## src/verilog/idpage_params.svh

```systemverilog
// Offsets, field positions, reset values and page constants of the identify page block.
//------------------------------------------------------------------------------
// Operation
//------------------------------------------------------------------------------
// Operation
// - Identify command returns the page by PIO data-in, like one sector read.
// - Word 0 bit 6 reads one: drive is non-removable.
// - Word 2 holds C837h: no spin-up subcommand, identify data complete.
// - Model number left aligned, serial right aligned, both space padded.
// - Word 47 gives the largest sector count per interrupt for multiple commands.
// - Capabilities word bit 13 reads zero: standby timer is vendor defined.
// - Capabilities bit 11 reports IORDY supported, bit 10 IORDY may be disabled.
// - Capabilities bit 9 reports LBA support, bit 8 DMA command support.
// - Word 51 upper byte holds 02h, the highest original PIO mode.
// - Word 53 bits 0, 1, 2 flag words 54-58, 64-70 and 88 valid.
// - Word 59: bits 15-9 zero, bit 8 one, low byte 00h or 01h.
// - Words 60-61 give LBA28 sector count, words 100-103 the 48-bit count.
// - Word 63 defaults to 0007h; the host may change its selection byte.
// - Word 64 reports advanced PIO modes 3 and 4 as supported.
// - Words 65 to 68 each return cycle time 0078h.
// - Word 75 returns queue depth minus one, default 001fh.
// - Word 76 defaults to 0306h serial capabilities.
// - Word 78 reports supported serial features; word 79 the host-changeable enabled subset.
// - Words 85 to 87 report enabled features, default 7429h, 3401h, 4020h.
// - Word 88 reports UDMA 0-6 supported, mode 6 selected; selection follows host.
// - Word 89 gives security erase time, default 0003h.
// - Word 128 reflects security state, default 0021h, written by software through the security register.
// - Word 209 reports block alignment, default 4000h.
// - Word 217 returns 0001h, the non-rotating medium code.
`ifndef IDPAGE_PARAMS_SVH
`define IDPAGE_PARAMS_SVH

// APB register offsets.
`define IDP_REG_CTRL     8'h00
`define IDP_REG_LBA28    8'h04
`define IDP_REG_LBA48_LO 8'h08
`define IDP_REG_LBA48_HI 8'h0c
`define IDP_REG_MODE     8'h10
`define IDP_REG_SATA_EN  8'h14
`define IDP_REG_FEAT85   8'h18
`define IDP_REG_FEAT86   8'h1c
`define IDP_REG_FEAT87   8'h20
`define IDP_REG_SECURITY 8'h24
`define IDP_REG_STRLEN   8'h28
`define IDP_SERIAL_BASE  8'h40
`define IDP_MODEL_BASE   8'h60
`define IDP_FW_BASE      8'h88

// Field positions.
`define IDP_MODE_MULT_BIT   0
`define IDP_MODE_MDMA_LSB   4
`define IDP_MODE_UDMA_LSB   8
`define IDP_STRLEN_MOD_LSB  8

// Reset values of the changeable fields, then fixed page constants.
`define IDP_RST_MULT      1'b1
`define IDP_RST_MDMA      2'h3
`define IDP_RST_UDMA      3'h6
`define IDP_RST_SATA_EN   16'h0040
`define IDP_RST_FEAT85    16'h7429
`define IDP_RST_FEAT86    16'h3401
`define IDP_RST_FEAT87    16'h4020
`define IDP_RST_SECURITY  16'h0021
`define IDP_SATA_SUP      16'h0048
`define IDP_CHAR_SPACE    8'h20
`define IDP_SIGNATURE     8'ha5
`define IDP_LAST_WORD     8'hff

`endif

```

## src/verilog/idpage_pkg.sv

```systemverilog
// Types shared by the identify page block.
package idpage_pkg;

  typedef enum logic [0:0] {
    IDP_IDLE = 1'b0,
    IDP_SEND = 1'b1
  } idpage_state_t;

endpackage

```

## src/verilog/idpage_top.sv

```systemverilog
// Identify parameter page generator with APB configuration and PIO data-in word stream.
`timescale 1ns/100ps
`default_nettype none
`include "idpage_params.svh"

module idpage_top
  import idpage_pkg::*;
#(
  parameter int          APB_AW      = 8,
  parameter int          QUEUE_DEPTH = 32,
  parameter logic [15:0] MULT_MAX    = 16'h8001,
  parameter logic [15:0] ERASE_TIME  = 16'h0003,
  parameter logic [15:0] CYLINDERS   = 16'h3fff,
  parameter logic [15:0] HEADS       = 16'h0010,
  parameter logic [15:0] SECTORS     = 16'h003f
)
(
  // Clock and reset.
  input  wire logic              CLK_SYS,
  input  wire logic              RESET,
  // APB slave.
  input  wire logic              PSEL,
  input  wire logic              PENABLE,
  input  wire logic              PWRITE,
  input  wire logic [APB_AW-1:0] PADDR,
  input  wire logic [31:0]       PWDATA,
  output logic      [31:0]       PRDATA,
  output logic                   PREADY,
  output logic                   PSLVERR,
  // Identify command from the command decoder.
  input  wire logic              IDENT_CMD,
  output logic                   BUSY,
  // PIO data-in word stream.
  output logic                   DIN_VALID,
  output logic      [15:0]       DIN_DATA,
  output logic                   DIN_LAST,
  input  wire logic              DIN_READY
);

  //----------------------------------------------------------------------------
  // Helpers
  //----------------------------------------------------------------------------

  // Picks the character at position sel of a packed word; position 0 is the first.
  function automatic logic [7:0] pick_char(input logic [31:0] w, input logic [1:0] sel);
    logic [7:0] c;
    c = w[8*sel +: 8];
    return c;
  endfunction

  // True when byte address a lies in the window of n bytes that starts at base.
  function automatic logic in_win(input logic [7:0] a, input logic [7:0] base,
                                  input logic [7:0] n);
    logic hit;
    hit = (a >= base) && (a < 8'(base + n));
    return hit;
  endfunction

  // Current capacity is the product of the default geometry.
  localparam logic [31:0] CUR_CAP = 32'(CYLINDERS) * 32'(HEADS) * 32'(SECTORS);
  localparam logic [15:0] QD_WORD = 16'(QUEUE_DEPTH - 1);

  //----------------------------------------------------------------------------
  // Configuration registers
  //----------------------------------------------------------------------------

  logic [31:0]   lba28_r;
  logic [31:0]   lba48_lo_r;
  logic [31:0]   lba48_hi_r;
  logic          mult_r;
  logic [1:0]    mdma_r;
  logic [2:0]    udma_r;
  logic [15:0]   sata_en_r;
  logic [15:0]   feat85_r;
  logic [15:0]   feat86_r;
  logic [15:0]   feat87_r;
  logic [15:0]   sec_r;
  logic [4:0]    ser_len_r;
  logic [5:0]    mod_len_r;
  // String memories are not reset; software fills them before the first page.
  logic [31:0]   ser_mem [0:4];
  logic [31:0]   mod_mem [0:9];
  logic [31:0]   fw_mem  [0:1];

  idpage_state_t state_r;
  logic [7:0]    idx_r;
  logic [7:0]    sum_r;
  logic [15:0]   data_r;

  //----------------------------------------------------------------------------
  // APB decode
  //----------------------------------------------------------------------------

  // Every access is answered at once, so PREADY is tied high. Only the low byte
  // selects a register; an address at or above 100h is refused as unmapped, but the
  // page start decodes the low byte alone, so such a write with low byte 00h and bit 0 set starts a page.
  wire         apb_acc   = PSEL && PENABLE;
  wire         apb_wr    = apb_acc && PWRITE;
  wire  [7:0]  a8        = 8'(PADDR);
  wire         hit_ser   = in_win(a8, `IDP_SERIAL_BASE, 8'h14);
  wire         hit_mod   = in_win(a8, `IDP_MODEL_BASE, 8'h28);
  wire         hit_fw    = in_win(a8, `IDP_FW_BASE, 8'h08);
  wire  [7:0]  ser_off   = a8 - `IDP_SERIAL_BASE;
  wire  [7:0]  mod_off   = a8 - `IDP_MODEL_BASE;
  wire  [7:0]  fw_off    = a8 - `IDP_FW_BASE;
  wire  [2:0]  ser_wi    = ser_off[4:2];
  wire  [3:0]  mod_wi    = mod_off[5:2];
  wire         fw_wi     = fw_off[2];
  wire         hit_regs  = (a8 <= `IDP_REG_STRLEN) && (a8[1:0] == 2'b00);
  wire         aligned   = (32'(PADDR) < 32'h0000_0100) && (a8[1:0] == 2'b00);
  wire         mapped    = aligned && (hit_regs || hit_ser || hit_mod || hit_fw);
  wire         ctrl_go   = apb_wr && (a8 == `IDP_REG_CTRL) && PWDATA[0];

  assign PREADY  = 1'b1;
  assign PSLVERR = apb_acc && !mapped;

  //----------------------------------------------------------------------------
  // Register writes
  //----------------------------------------------------------------------------

  always_ff @(posedge CLK_SYS)
  begin
    if (RESET)
    begin
      lba28_r    <= 32'h0000_0000;
      lba48_lo_r <= 32'h0000_0000;
      lba48_hi_r <= 32'h0000_0000;
      mult_r     <= `IDP_RST_MULT;
      mdma_r     <= `IDP_RST_MDMA;
      udma_r     <= `IDP_RST_UDMA;
      sata_en_r  <= `IDP_RST_SATA_EN;
      feat85_r   <= `IDP_RST_FEAT85;
      feat86_r   <= `IDP_RST_FEAT86;
      feat87_r   <= `IDP_RST_FEAT87;
      sec_r      <= `IDP_RST_SECURITY;
      ser_len_r  <= 5'h00;
      mod_len_r  <= 6'h00;
    end
    // Refused accesses change no register. An ultra mode of 7 is dropped so that the
    // mode selected in word 88 stays within the supported modes 0 to 6.
    else if (apb_wr && mapped)
    begin
      unique case (a8)
        `IDP_REG_LBA28:    lba28_r <= PWDATA;
        `IDP_REG_LBA48_LO: lba48_lo_r <= PWDATA;
        `IDP_REG_LBA48_HI: lba48_hi_r <= PWDATA;
        `IDP_REG_MODE:
        begin
          mult_r <= PWDATA[`IDP_MODE_MULT_BIT];
          mdma_r <= PWDATA[`IDP_MODE_MDMA_LSB +: 2];
          udma_r <= (PWDATA[`IDP_MODE_UDMA_LSB +: 3] == 3'h7) ? udma_r
                    : PWDATA[`IDP_MODE_UDMA_LSB +: 3];
        end
        `IDP_REG_SATA_EN:  sata_en_r <= PWDATA[15:0] & `IDP_SATA_SUP;
        `IDP_REG_FEAT85:   feat85_r <= PWDATA[15:0];
        `IDP_REG_FEAT86:   feat86_r <= PWDATA[15:0];
        `IDP_REG_FEAT87:   feat87_r <= PWDATA[15:0];
        `IDP_REG_SECURITY: sec_r <= PWDATA[15:0];
        `IDP_REG_STRLEN:
        begin
          ser_len_r <= (PWDATA[4:0] > 5'd20) ? 5'd20 : PWDATA[4:0];
          mod_len_r <= (PWDATA[`IDP_STRLEN_MOD_LSB +: 6] > 6'd40) ? 6'd40
                       : PWDATA[`IDP_STRLEN_MOD_LSB +: 6];
        end
        default: ;
      endcase
    end
  end

  // String memories hold characters only; padding is applied when the page is built.
  always_ff @(posedge CLK_SYS)
  begin
    if (apb_wr && aligned && hit_ser)
      ser_mem[ser_wi] <= PWDATA;
    if (apb_wr && aligned && hit_mod)
      mod_mem[mod_wi] <= PWDATA;
    if (apb_wr && aligned && hit_fw)
      fw_mem[fw_wi] <= PWDATA;
  end

  //----------------------------------------------------------------------------
  // APB read
  //----------------------------------------------------------------------------

  // Read data is zero outside a mapped read access, so no stale word leaks onto
  // the bus during setup or idle cycles.
  wire [31:0] mode_rd = {21'h0, udma_r, 2'b00, mdma_r, 3'b000, mult_r};
  wire [31:0] stat_rd = {16'h0, idx_r, 7'h0, BUSY};
  wire [31:0] len_rd  = {18'h0, mod_len_r, 3'b000, ser_len_r};
  logic [31:0] rd_mux;

  always_comb
  begin
    rd_mux = 32'h0000_0000;
    if (hit_ser)
      rd_mux = ser_mem[ser_wi];
    else if (hit_mod)
      rd_mux = mod_mem[mod_wi];
    else if (hit_fw)
      rd_mux = fw_mem[fw_wi];
    else
    begin
      unique case (a8)
        `IDP_REG_CTRL:     rd_mux = stat_rd;
        `IDP_REG_LBA28:    rd_mux = lba28_r;
        `IDP_REG_LBA48_LO: rd_mux = lba48_lo_r;
        `IDP_REG_LBA48_HI: rd_mux = lba48_hi_r;
        `IDP_REG_MODE:     rd_mux = mode_rd;
        `IDP_REG_SATA_EN:  rd_mux = {16'h0, sata_en_r};
        `IDP_REG_FEAT85:   rd_mux = {16'h0, feat85_r};
        `IDP_REG_FEAT86:   rd_mux = {16'h0, feat86_r};
        `IDP_REG_FEAT87:   rd_mux = {16'h0, feat87_r};
        `IDP_REG_SECURITY: rd_mux = {16'h0, sec_r};
        `IDP_REG_STRLEN:   rd_mux = len_rd;
        default:           rd_mux = 32'h0000_0000;
      endcase
    end
  end

  assign PRDATA = (apb_acc && !PWRITE && mapped) ? rd_mux : 32'h0000_0000;

  //----------------------------------------------------------------------------
  // Page word builder
  //----------------------------------------------------------------------------

  // The builder works one word ahead: page_w is the word after the one on offer,
  // so it is latched into data_r at the edge at which the host takes the current
  // word. Configuration changed during a transfer only affects words not yet
  // latched.
  wire         send      = (state_r == IDP_SEND);
  wire         take      = send && DIN_READY;
  wire         start     = !send && (IDENT_CMD || ctrl_go);
  wire  [7:0]  rd_idx    = send ? idx_r + 8'h01 : 8'h00;
  wire  [7:0]  sum_nxt   = send ? sum_r + data_r[15:8] + data_r[7:0] : 8'h00;
  wire  [7:0]  chk_byte  = 8'h00 - sum_nxt - `IDP_SIGNATURE;
  wire  [7:0]  mdma_sel  = (mdma_r == 2'h3) ? 8'h00 : 8'(8'h01 << mdma_r);
  wire  [7:0]  udma_sel  = 8'(8'h01 << udma_r);
  wire  [4:0]  ser_pad   = 5'd20 - ser_len_r;
  logic [15:0] page_w;

  always_comb
  begin
    logic [7:0] pos;
    logic [7:0] q;
    logic [7:0] ch [0:1];
    pos    = 8'h00;
    q      = 8'h00;
    ch[0]  = `IDP_CHAR_SPACE;
    ch[1]  = `IDP_CHAR_SPACE;
    page_w = 16'h0000;
    // Serial characters are right-justified: the leading positions are spaces.
    if (rd_idx >= 8'd10 && rd_idx <= 8'd19)
    begin
      for (int k = 0; k < 2; k++)
      begin
        pos = 8'((rd_idx - 8'd10) << 1) + 8'(k);
        q   = pos - 8'(ser_pad);
        ch[k] = (pos < 8'(ser_pad)) ? `IDP_CHAR_SPACE
                : pick_char(ser_mem[q[4:2]], q[1:0]);
      end
      page_w = {ch[0], ch[1]};
    end
    else if (rd_idx >= 8'd23 && rd_idx <= 8'd26)
    begin
      pos    = 8'((rd_idx - 8'd23) << 1);
      page_w = {pick_char(fw_mem[pos[2]], pos[1:0]),
                pick_char(fw_mem[pos[2]], pos[1:0] + 2'd1)};
    end
    else if (rd_idx >= 8'd27 && rd_idx <= 8'd46)
    begin
      for (int k = 0; k < 2; k++)
      begin
        pos   = 8'((rd_idx - 8'd27) << 1) + 8'(k);
        ch[k] = (pos >= 8'(mod_len_r)) ? `IDP_CHAR_SPACE
                : pick_char(mod_mem[pos[5:2]], pos[1:0]);
      end
      page_w = {ch[0], ch[1]};
    end
    else
    begin
      case (rd_idx)
        8'd0:   page_w = 16'h0040;
        8'd1:   page_w = CYLINDERS;
        8'd2:   page_w = 16'hc837;
        8'd3:   page_w = HEADS;
        8'd5:   page_w = 16'h0240;
        8'd6:   page_w = SECTORS;
        8'd22:  page_w = 16'h0004;
        8'd47:  page_w = MULT_MAX;
        8'd49:  page_w = 16'h0f00;
        8'd50:  page_w = 16'h4000;
        8'd51:  page_w = 16'h0200;
        8'd53:  page_w = 16'h0007;
        8'd54:  page_w = CYLINDERS;
        8'd55:  page_w = HEADS;
        8'd56:  page_w = SECTORS;
        8'd57:  page_w = CUR_CAP[15:0];
        8'd58:  page_w = CUR_CAP[31:16];
        8'd59:  page_w = {7'h00, 1'b1, 7'h00, mult_r};
        8'd60:  page_w = lba28_r[15:0];
        8'd61:  page_w = lba28_r[31:16];
        8'd63:  page_w = {mdma_sel, 8'h07};
        8'd64:  page_w = 16'h0003;
        8'd65,
        8'd66,
        8'd67,
        8'd68:  page_w = 16'h0078;
        8'd75:  page_w = QD_WORD;
        8'd76:  page_w = 16'h0306;
        8'd78:  page_w = `IDP_SATA_SUP;
        8'd79:  page_w = sata_en_r;
        8'd80:  page_w = 16'h03f0;
        8'd82:  page_w = 16'h742b;
        8'd83:  page_w = 16'h7501;
        8'd84:  page_w = 16'h4020;
        8'd85:  page_w = feat85_r;
        8'd86:  page_w = feat86_r;
        8'd87:  page_w = feat87_r;
        8'd88:  page_w = {udma_sel, 8'h7f};
        8'd89:  page_w = ERASE_TIME;
        8'd92:  page_w = 16'hfffe;
        8'd100: page_w = lba48_lo_r[15:0];
        8'd101: page_w = lba48_lo_r[31:16];
        8'd102: page_w = lba48_hi_r[15:0];
        8'd103: page_w = lba48_hi_r[31:16];
        8'd105: page_w = 16'h0100;
        8'd128: page_w = sec_r;
        8'd209: page_w = 16'h4000;
        8'd217: page_w = 16'h0001;
        8'd255: page_w = {chk_byte, `IDP_SIGNATURE};
        default: page_w = 16'h0000;
      endcase
    end
  end

  //----------------------------------------------------------------------------
  // PIO data-in sequencer
  //----------------------------------------------------------------------------

  // The checksum runs over the words as they leave, so word 255 always matches
  // the 255 words that the host actually received.
  always_ff @(posedge CLK_SYS)
  begin
    if (RESET)
    begin
      state_r <= IDP_IDLE;
      idx_r   <= 8'h00;
      sum_r   <= 8'h00;
      data_r  <= 16'h0000;
    end
    else if (start || (take && idx_r != `IDP_LAST_WORD))
    begin
      state_r <= IDP_SEND;
      idx_r   <= rd_idx;
      sum_r   <= sum_nxt;
      data_r  <= page_w;
    end
    else if (take)
    begin
      state_r <= IDP_IDLE;
      idx_r   <= 8'h00;
    end
  end

  // Valid and busy come straight from the state register, so the word on offer
  // never depends on the host's ready in the same cycle.
  assign BUSY      = send;
  assign DIN_VALID = send;
  assign DIN_DATA  = data_r;
  assign DIN_LAST  = send && (idx_r == `IDP_LAST_WORD);

endmodule

`default_nettype wire

```

## config.mk

```make
export PLATFORM = sky130hd
export DESIGN_NAME = idpage_top
export DESIGN_NICKNAME = d
export VERILOG_FILES = /design/src/verilog/idpage_pkg.sv /design/src/verilog/idpage_top.sv
export VERILOG_INCLUDE_DIRS = /design/src /design/src/verilog
export SDC_FILE = /design/constraint.sdc
export NUM_CORES = 2
export LEC_CHECK = 0
export BUFFER_PORTS_ARGS = -buffer_cell sky130_fd_sc_hd__buf_2
export CAP_MARGIN = 0
export CELL_PAD_IN_SITES_DETAIL_PLACEMENT = 0
export CELL_PAD_IN_SITES_GLOBAL_PLACEMENT = 1
export CORE_ASPECT_RATIO = 0.9
export CORE_MARGIN = 2
export CORE_UTILIZATION = 48
export CTS_BUF_LIST = sky130_fd_sc_hd__clkbuf_4 sky130_fd_sc_hd__clkbuf_8
export DETAILED_ROUTE_END_ITERATION = 6
export GPL_ROUTABILITY_DRIVEN = 0
export HOLD_SLACK_MARGIN = 0.15
export PLACE_DENSITY_LB_ADDON = 0.05
export SLEW_MARGIN = 10
export SYNTH_ARGS = -nofsm -noshare
export SYNTH_HDL_FRONTEND = slang
export SYNTH_SLANG_ARGS = --single-unit
```

## constraint.sdc

```tcl
create_clock -name CLK_SYS -period 5.02 [get_ports CLK_SYS]
set_input_delay 0 -clock CLK_SYS [delete_from_list [all_inputs] [get_ports CLK_SYS]]
set_output_delay 0 -clock CLK_SYS [all_outputs]
set_load 0.01 [all_outputs]
```

==> results.txt <==
status - finished with violations
failing checks - design-rule violations, max-capacitance violations
clk_skew - 31.8 ps
TritonCTS clock tree - built
total of max-cap violations - 1
nature of the critical path endpoint - register
Total Wirelength - 175000 microns
fraction of power consumed by combinational cells - 11.7%
share of the synthesized area in the top cell type - 41.0%
maximum clock frequency - 0.205 GHz
Worst Hold Slack - 236 ps
DP Wirelength - 122000 microns
fin. max-slew vios - 0
power density cells - 310 nW/um^2
clock slew seen by the registers of the worst setup and hold paths - 60 ps
Total Negative Setup Slacks - 0 ps
top cell type by total area after synthesis - sky130_fd_sc_hd__edfxtp_1
number of primary I/O pins - 100
sw frac - 26.7%
sum of overflow across all layers after global routing - 0
area of the placeable core - 82500 sq um
Final Hold Violating Endpoints - 0
synthesized net count - 3445
worst hold path class - primary input to register
Most used DFF post-synth - sky130_fd_sc_hd__edfxtp_1
clock power share - 40.4%
sequential share of power - 47.9%
Int Pwr - 10300 uW
detailed-route via count - 33.9k
data required time at the worst endpoint - 5670 ps
clock period minus worst slack - 4880 ps
clock latency on the worst-skew pair - 820 ps
worst slack after detailed placement - 246 ps
capturing point of the worst reg2reg path - DIN_DATA[10]
Area growth, synth to finish - 14.0%
number of placement rows - 100
largest driver fanout on the critical path - 13
GRT Util Overall - 40.7%
synthesized instance count - 3362
die outline width - 308 microns
Post-Layout Cell Count - 4723
placed cell count - 4441
most repeated cell in the gate-level netlist after synthesis - sky130_fd_sc_hd__nand2_1
DR pass1 iterations - 7
cell leakage power - 0.0152 uW
sequential-to-total area share from yosys stat - 51.7%
cell area after technology mapping - 39800 sq um
warning count from the yosys run - 0
Worst R2R Setup Slack - 140 ps
start point of the worst hold path - RESET
largest cells by area after synthesis - sky130_fd_sc_hd__edfxtp_1, sky130_fd_sc_hd__mux4_2, sky130_fd_sc_hd__dfxtp_1
worst-case clock buffer depth - 3
termination of the worst setup path - DIN_DATA[10]
first-pass GRT wire length - 244000 microns
critical path class - register to register
detailed router's first-iteration violation count - 6023
final critical-path setup slack - 139 ps
FF-to-FF path depth - 14
average wire length per cell after detail routing - 37.1 microns
mean instance size in the synthesized netlist - 11.8 sq um
FFs w/ async S/R, synth - 0%
Avg Vias per Cell - 7.18
top cells by instance count after synthesis - sky130_fd_sc_hd__nand2_1, sky130_fd_sc_hd__edfxtp_1, sky130_fd_sc_hd__mux4_2, sky130_fd_sc_hd__a21oi_1, sky130_fd_sc_hd__dfxtp_1
synthesis-stage register bit count - 756
Port-buffer cells - 98
floorplan die height - 277 microns
initial antenna violation count - 16
H-Tree Depth - 4
final setup vio count - 0
number of setup buffers added after CTS - 0
overall die area - 85300 sq um
layout cell share with drive strength beyond 1 - 23.3%
net load switching power - 3750 uW
IR drop worst, VDD - 0.249 mV
Critical Path Start Type - register
remaining antenna violation count after routing - 0
measured slew at the worst slew-check pin - 1460 ps
via count of the first global-routing pass - 32.2k
Clock Root Buffer - sky130_fd_sc_hd__clkbuf_8
reg-to-reg startpoint - idx_r[0]
number of enable flip-flop cells after synthesis - 544
maximum number of pins on one net before global-route repair - 80
timing startpoint of the critical path - idx_r[0]
Clock Sinks - 756
final clock period utilization by the worst path - 97.2%
total power after layout - 14100 uW
count of nets after finishing - 3637
Max-slew headroom - 1.64%
initial standard-cell utilization of the core - 48.3%
DRC violation count after routing - 1
Worst EP arrival - 5530 ps
Num CTS Buffers - 133
unrepaired setup endpoints after global routing - no
library cells used by synthesis - 99
## sequential cells by signal, indices dropped and copies added, names as in the netlist, 32 cells and up
name and count:
fw_mem 64, lba28_r 32, lba48_hi_r 32, lba48_lo_r 32, mod_mem 320, ser_mem 160
## layer usage
metal	share of wire [%]	GRT usage, %	vias up
met5	0.033	0.227	-
met2	43	59.1	2810
li1	-	-	13500
met1	38	55.0	17000
met3	14	14.7	555
met4	5.6	18.0	10
## repair_timing
action                                  in CTS  in global routing
gates resized for setup                      0                  0
endpoints found under the setup margin       0                  0
hold endpoints to repair                   800                  0
hold buffers                                48                  0
## how the worst min path moves through the flow
stage | endpoint | slack, ps | cells after the start
after detailed placement | PSLVERR | 340 | 3
after global routing | mod_len_r[1] | 250 | 3
after CTS | feat86_r[14] | 170 | 7
after floorplan | fw_mem[0][0] | 100 | 0
final | mod_len_r[1] | 240 | 3
after global placement | PSLVERR | 340 | 3
## cell usage in the layout (no fill, tap or decap), types with 17 or more instances in the layout
| cell | n |
|---|---|
| sky130_fd_sc_hd__clkinv_1 | 22 |
| sky130_fd_sc_hd__xnor2_1 | 17 |
| sky130_fd_sc_hd__dlygate4sd3_1 | 48 |
| sky130_fd_sc_hd__a31oi_1 | 42 |
| sky130_fd_sc_hd__mux2i_1 | 74 |
| sky130_fd_sc_hd__nor2b_1 | 41 |
| sky130_fd_sc_hd__clkbuf_8 | 149 |
| sky130_fd_sc_hd__o21ai_0 | 90 |
| sky130_fd_sc_hd__ha_1 | 26 |
| sky130_fd_sc_hd__mux4_2 | 270 |
| sky130_fd_sc_hd__dfxtp_1 | 211 |
| sky130_fd_sc_hd__a22o_1 | 22 |
| sky130_fd_sc_hd__a221oi_1 | 39 |
| sky130_fd_sc_hd__a22oi_1 | 89 |
| sky130_fd_sc_hd__nand2_1 | 606 |
| sky130_fd_sc_hd__inv_1 | 28 |
| sky130_fd_sc_hd__mux2_2 | 18 |
| sky130_fd_sc_hd__a21oi_1 | 265 |
| sky130_fd_sc_hd__a211oi_1 | 52 |
| sky130_fd_sc_hd__edfxtp_1 | 544 |
| sky130_fd_sc_hd__nor3_1 | 46 |
| sky130_fd_sc_hd__buf_4 | 169 |
| sky130_fd_sc_hd__o22ai_1 | 29 |
| sky130_fd_sc_hd__nor2_1 | 122 |
| sky130_fd_sc_hd__nand4_1 | 28 |
| sky130_fd_sc_hd__buf_2 | 96 |
| sky130_fd_sc_hd__a311oi_1 | 19 |
| sky130_fd_sc_hd__clkbuf_4 | 43 |
| sky130_fd_sc_hd__nand3_1 | 80 |
## power groups by stage
stage	Sequential, uW	Clock [uW]	Combinational [uW]
global route	6740	5980	1690
detailed placement	6870	0	1560
finish	6740	5680	1640
floorplan	6850	0	874
global placement	6870	0	1550
CTS	6740	5720	1590
## critical path, cell delays in order (launching register included)
cell	delay [ps]
sky130_fd_sc_hd__dfxtp_1	320
sky130_fd_sc_hd__ha_1	390
sky130_fd_sc_hd__nand2_1	230
sky130_fd_sc_hd__ha_1	380
sky130_fd_sc_hd__inv_1	50
sky130_fd_sc_hd__ha_1	520
sky130_fd_sc_hd__nor2_1	90
sky130_fd_sc_hd__nor3_1	660
sky130_fd_sc_hd__xnor2_2	220
sky130_fd_sc_hd__buf_4	290
sky130_fd_sc_hd__mux2_2	380
sky130_fd_sc_hd__nand2_1	90
sky130_fd_sc_hd__o221ai_1	250
sky130_fd_sc_hd__a22oi_1	650
sky130_fd_sc_hd__o32ai_1	200
## metrics by stage
step                util (%)  cell area [sq um]
global route            55.1              45400
CTS                     55.0              45400
floorplan                  -              39800
finish                  55.1              45400
global placement        51.3              42300
detailed placement      51.3              42300
## cell type report
| type | instances | area, sq um |
|---|---|---|
| clock inverter | 39 | 196 |
| fill | 6958 | 37100 |
| clock buffer | 192 | 2370 |
| sequential | 756 | 20600 |
| timing repair buffer | 324 | 2440 |
| multi-input combinational | 2306 | 18300 |
| inverter | 33 | 124 |
| antenna | 2 | 5.00 |
| tap | 1071 | 1340 |
## kinds of logic (layout without fill, tap and decap cells)
| group | count (synthesis) | after routing | synth area share, % |
|---|---|---|---|
| multiplexers | 363 | 363 | 17.7 |
| XOR/XNOR | 33 | 33 | 0.744 |
| other | 1 | 3 | 0.00941 |
| adder cells (fa/ha/maj) | 36 | 36 | 1.30 |
| AO/OA/AOI/OAI | 800 | 800 | 13.4 |
| buffers and inverters | 300 | 588 | 3.08 |
| flip-flops | 756 | 756 | 51.7 |
| AND/OR/NAND/NOR | 1073 | 1073 | 12.1 |
Power figures use the tool's default switching activity.
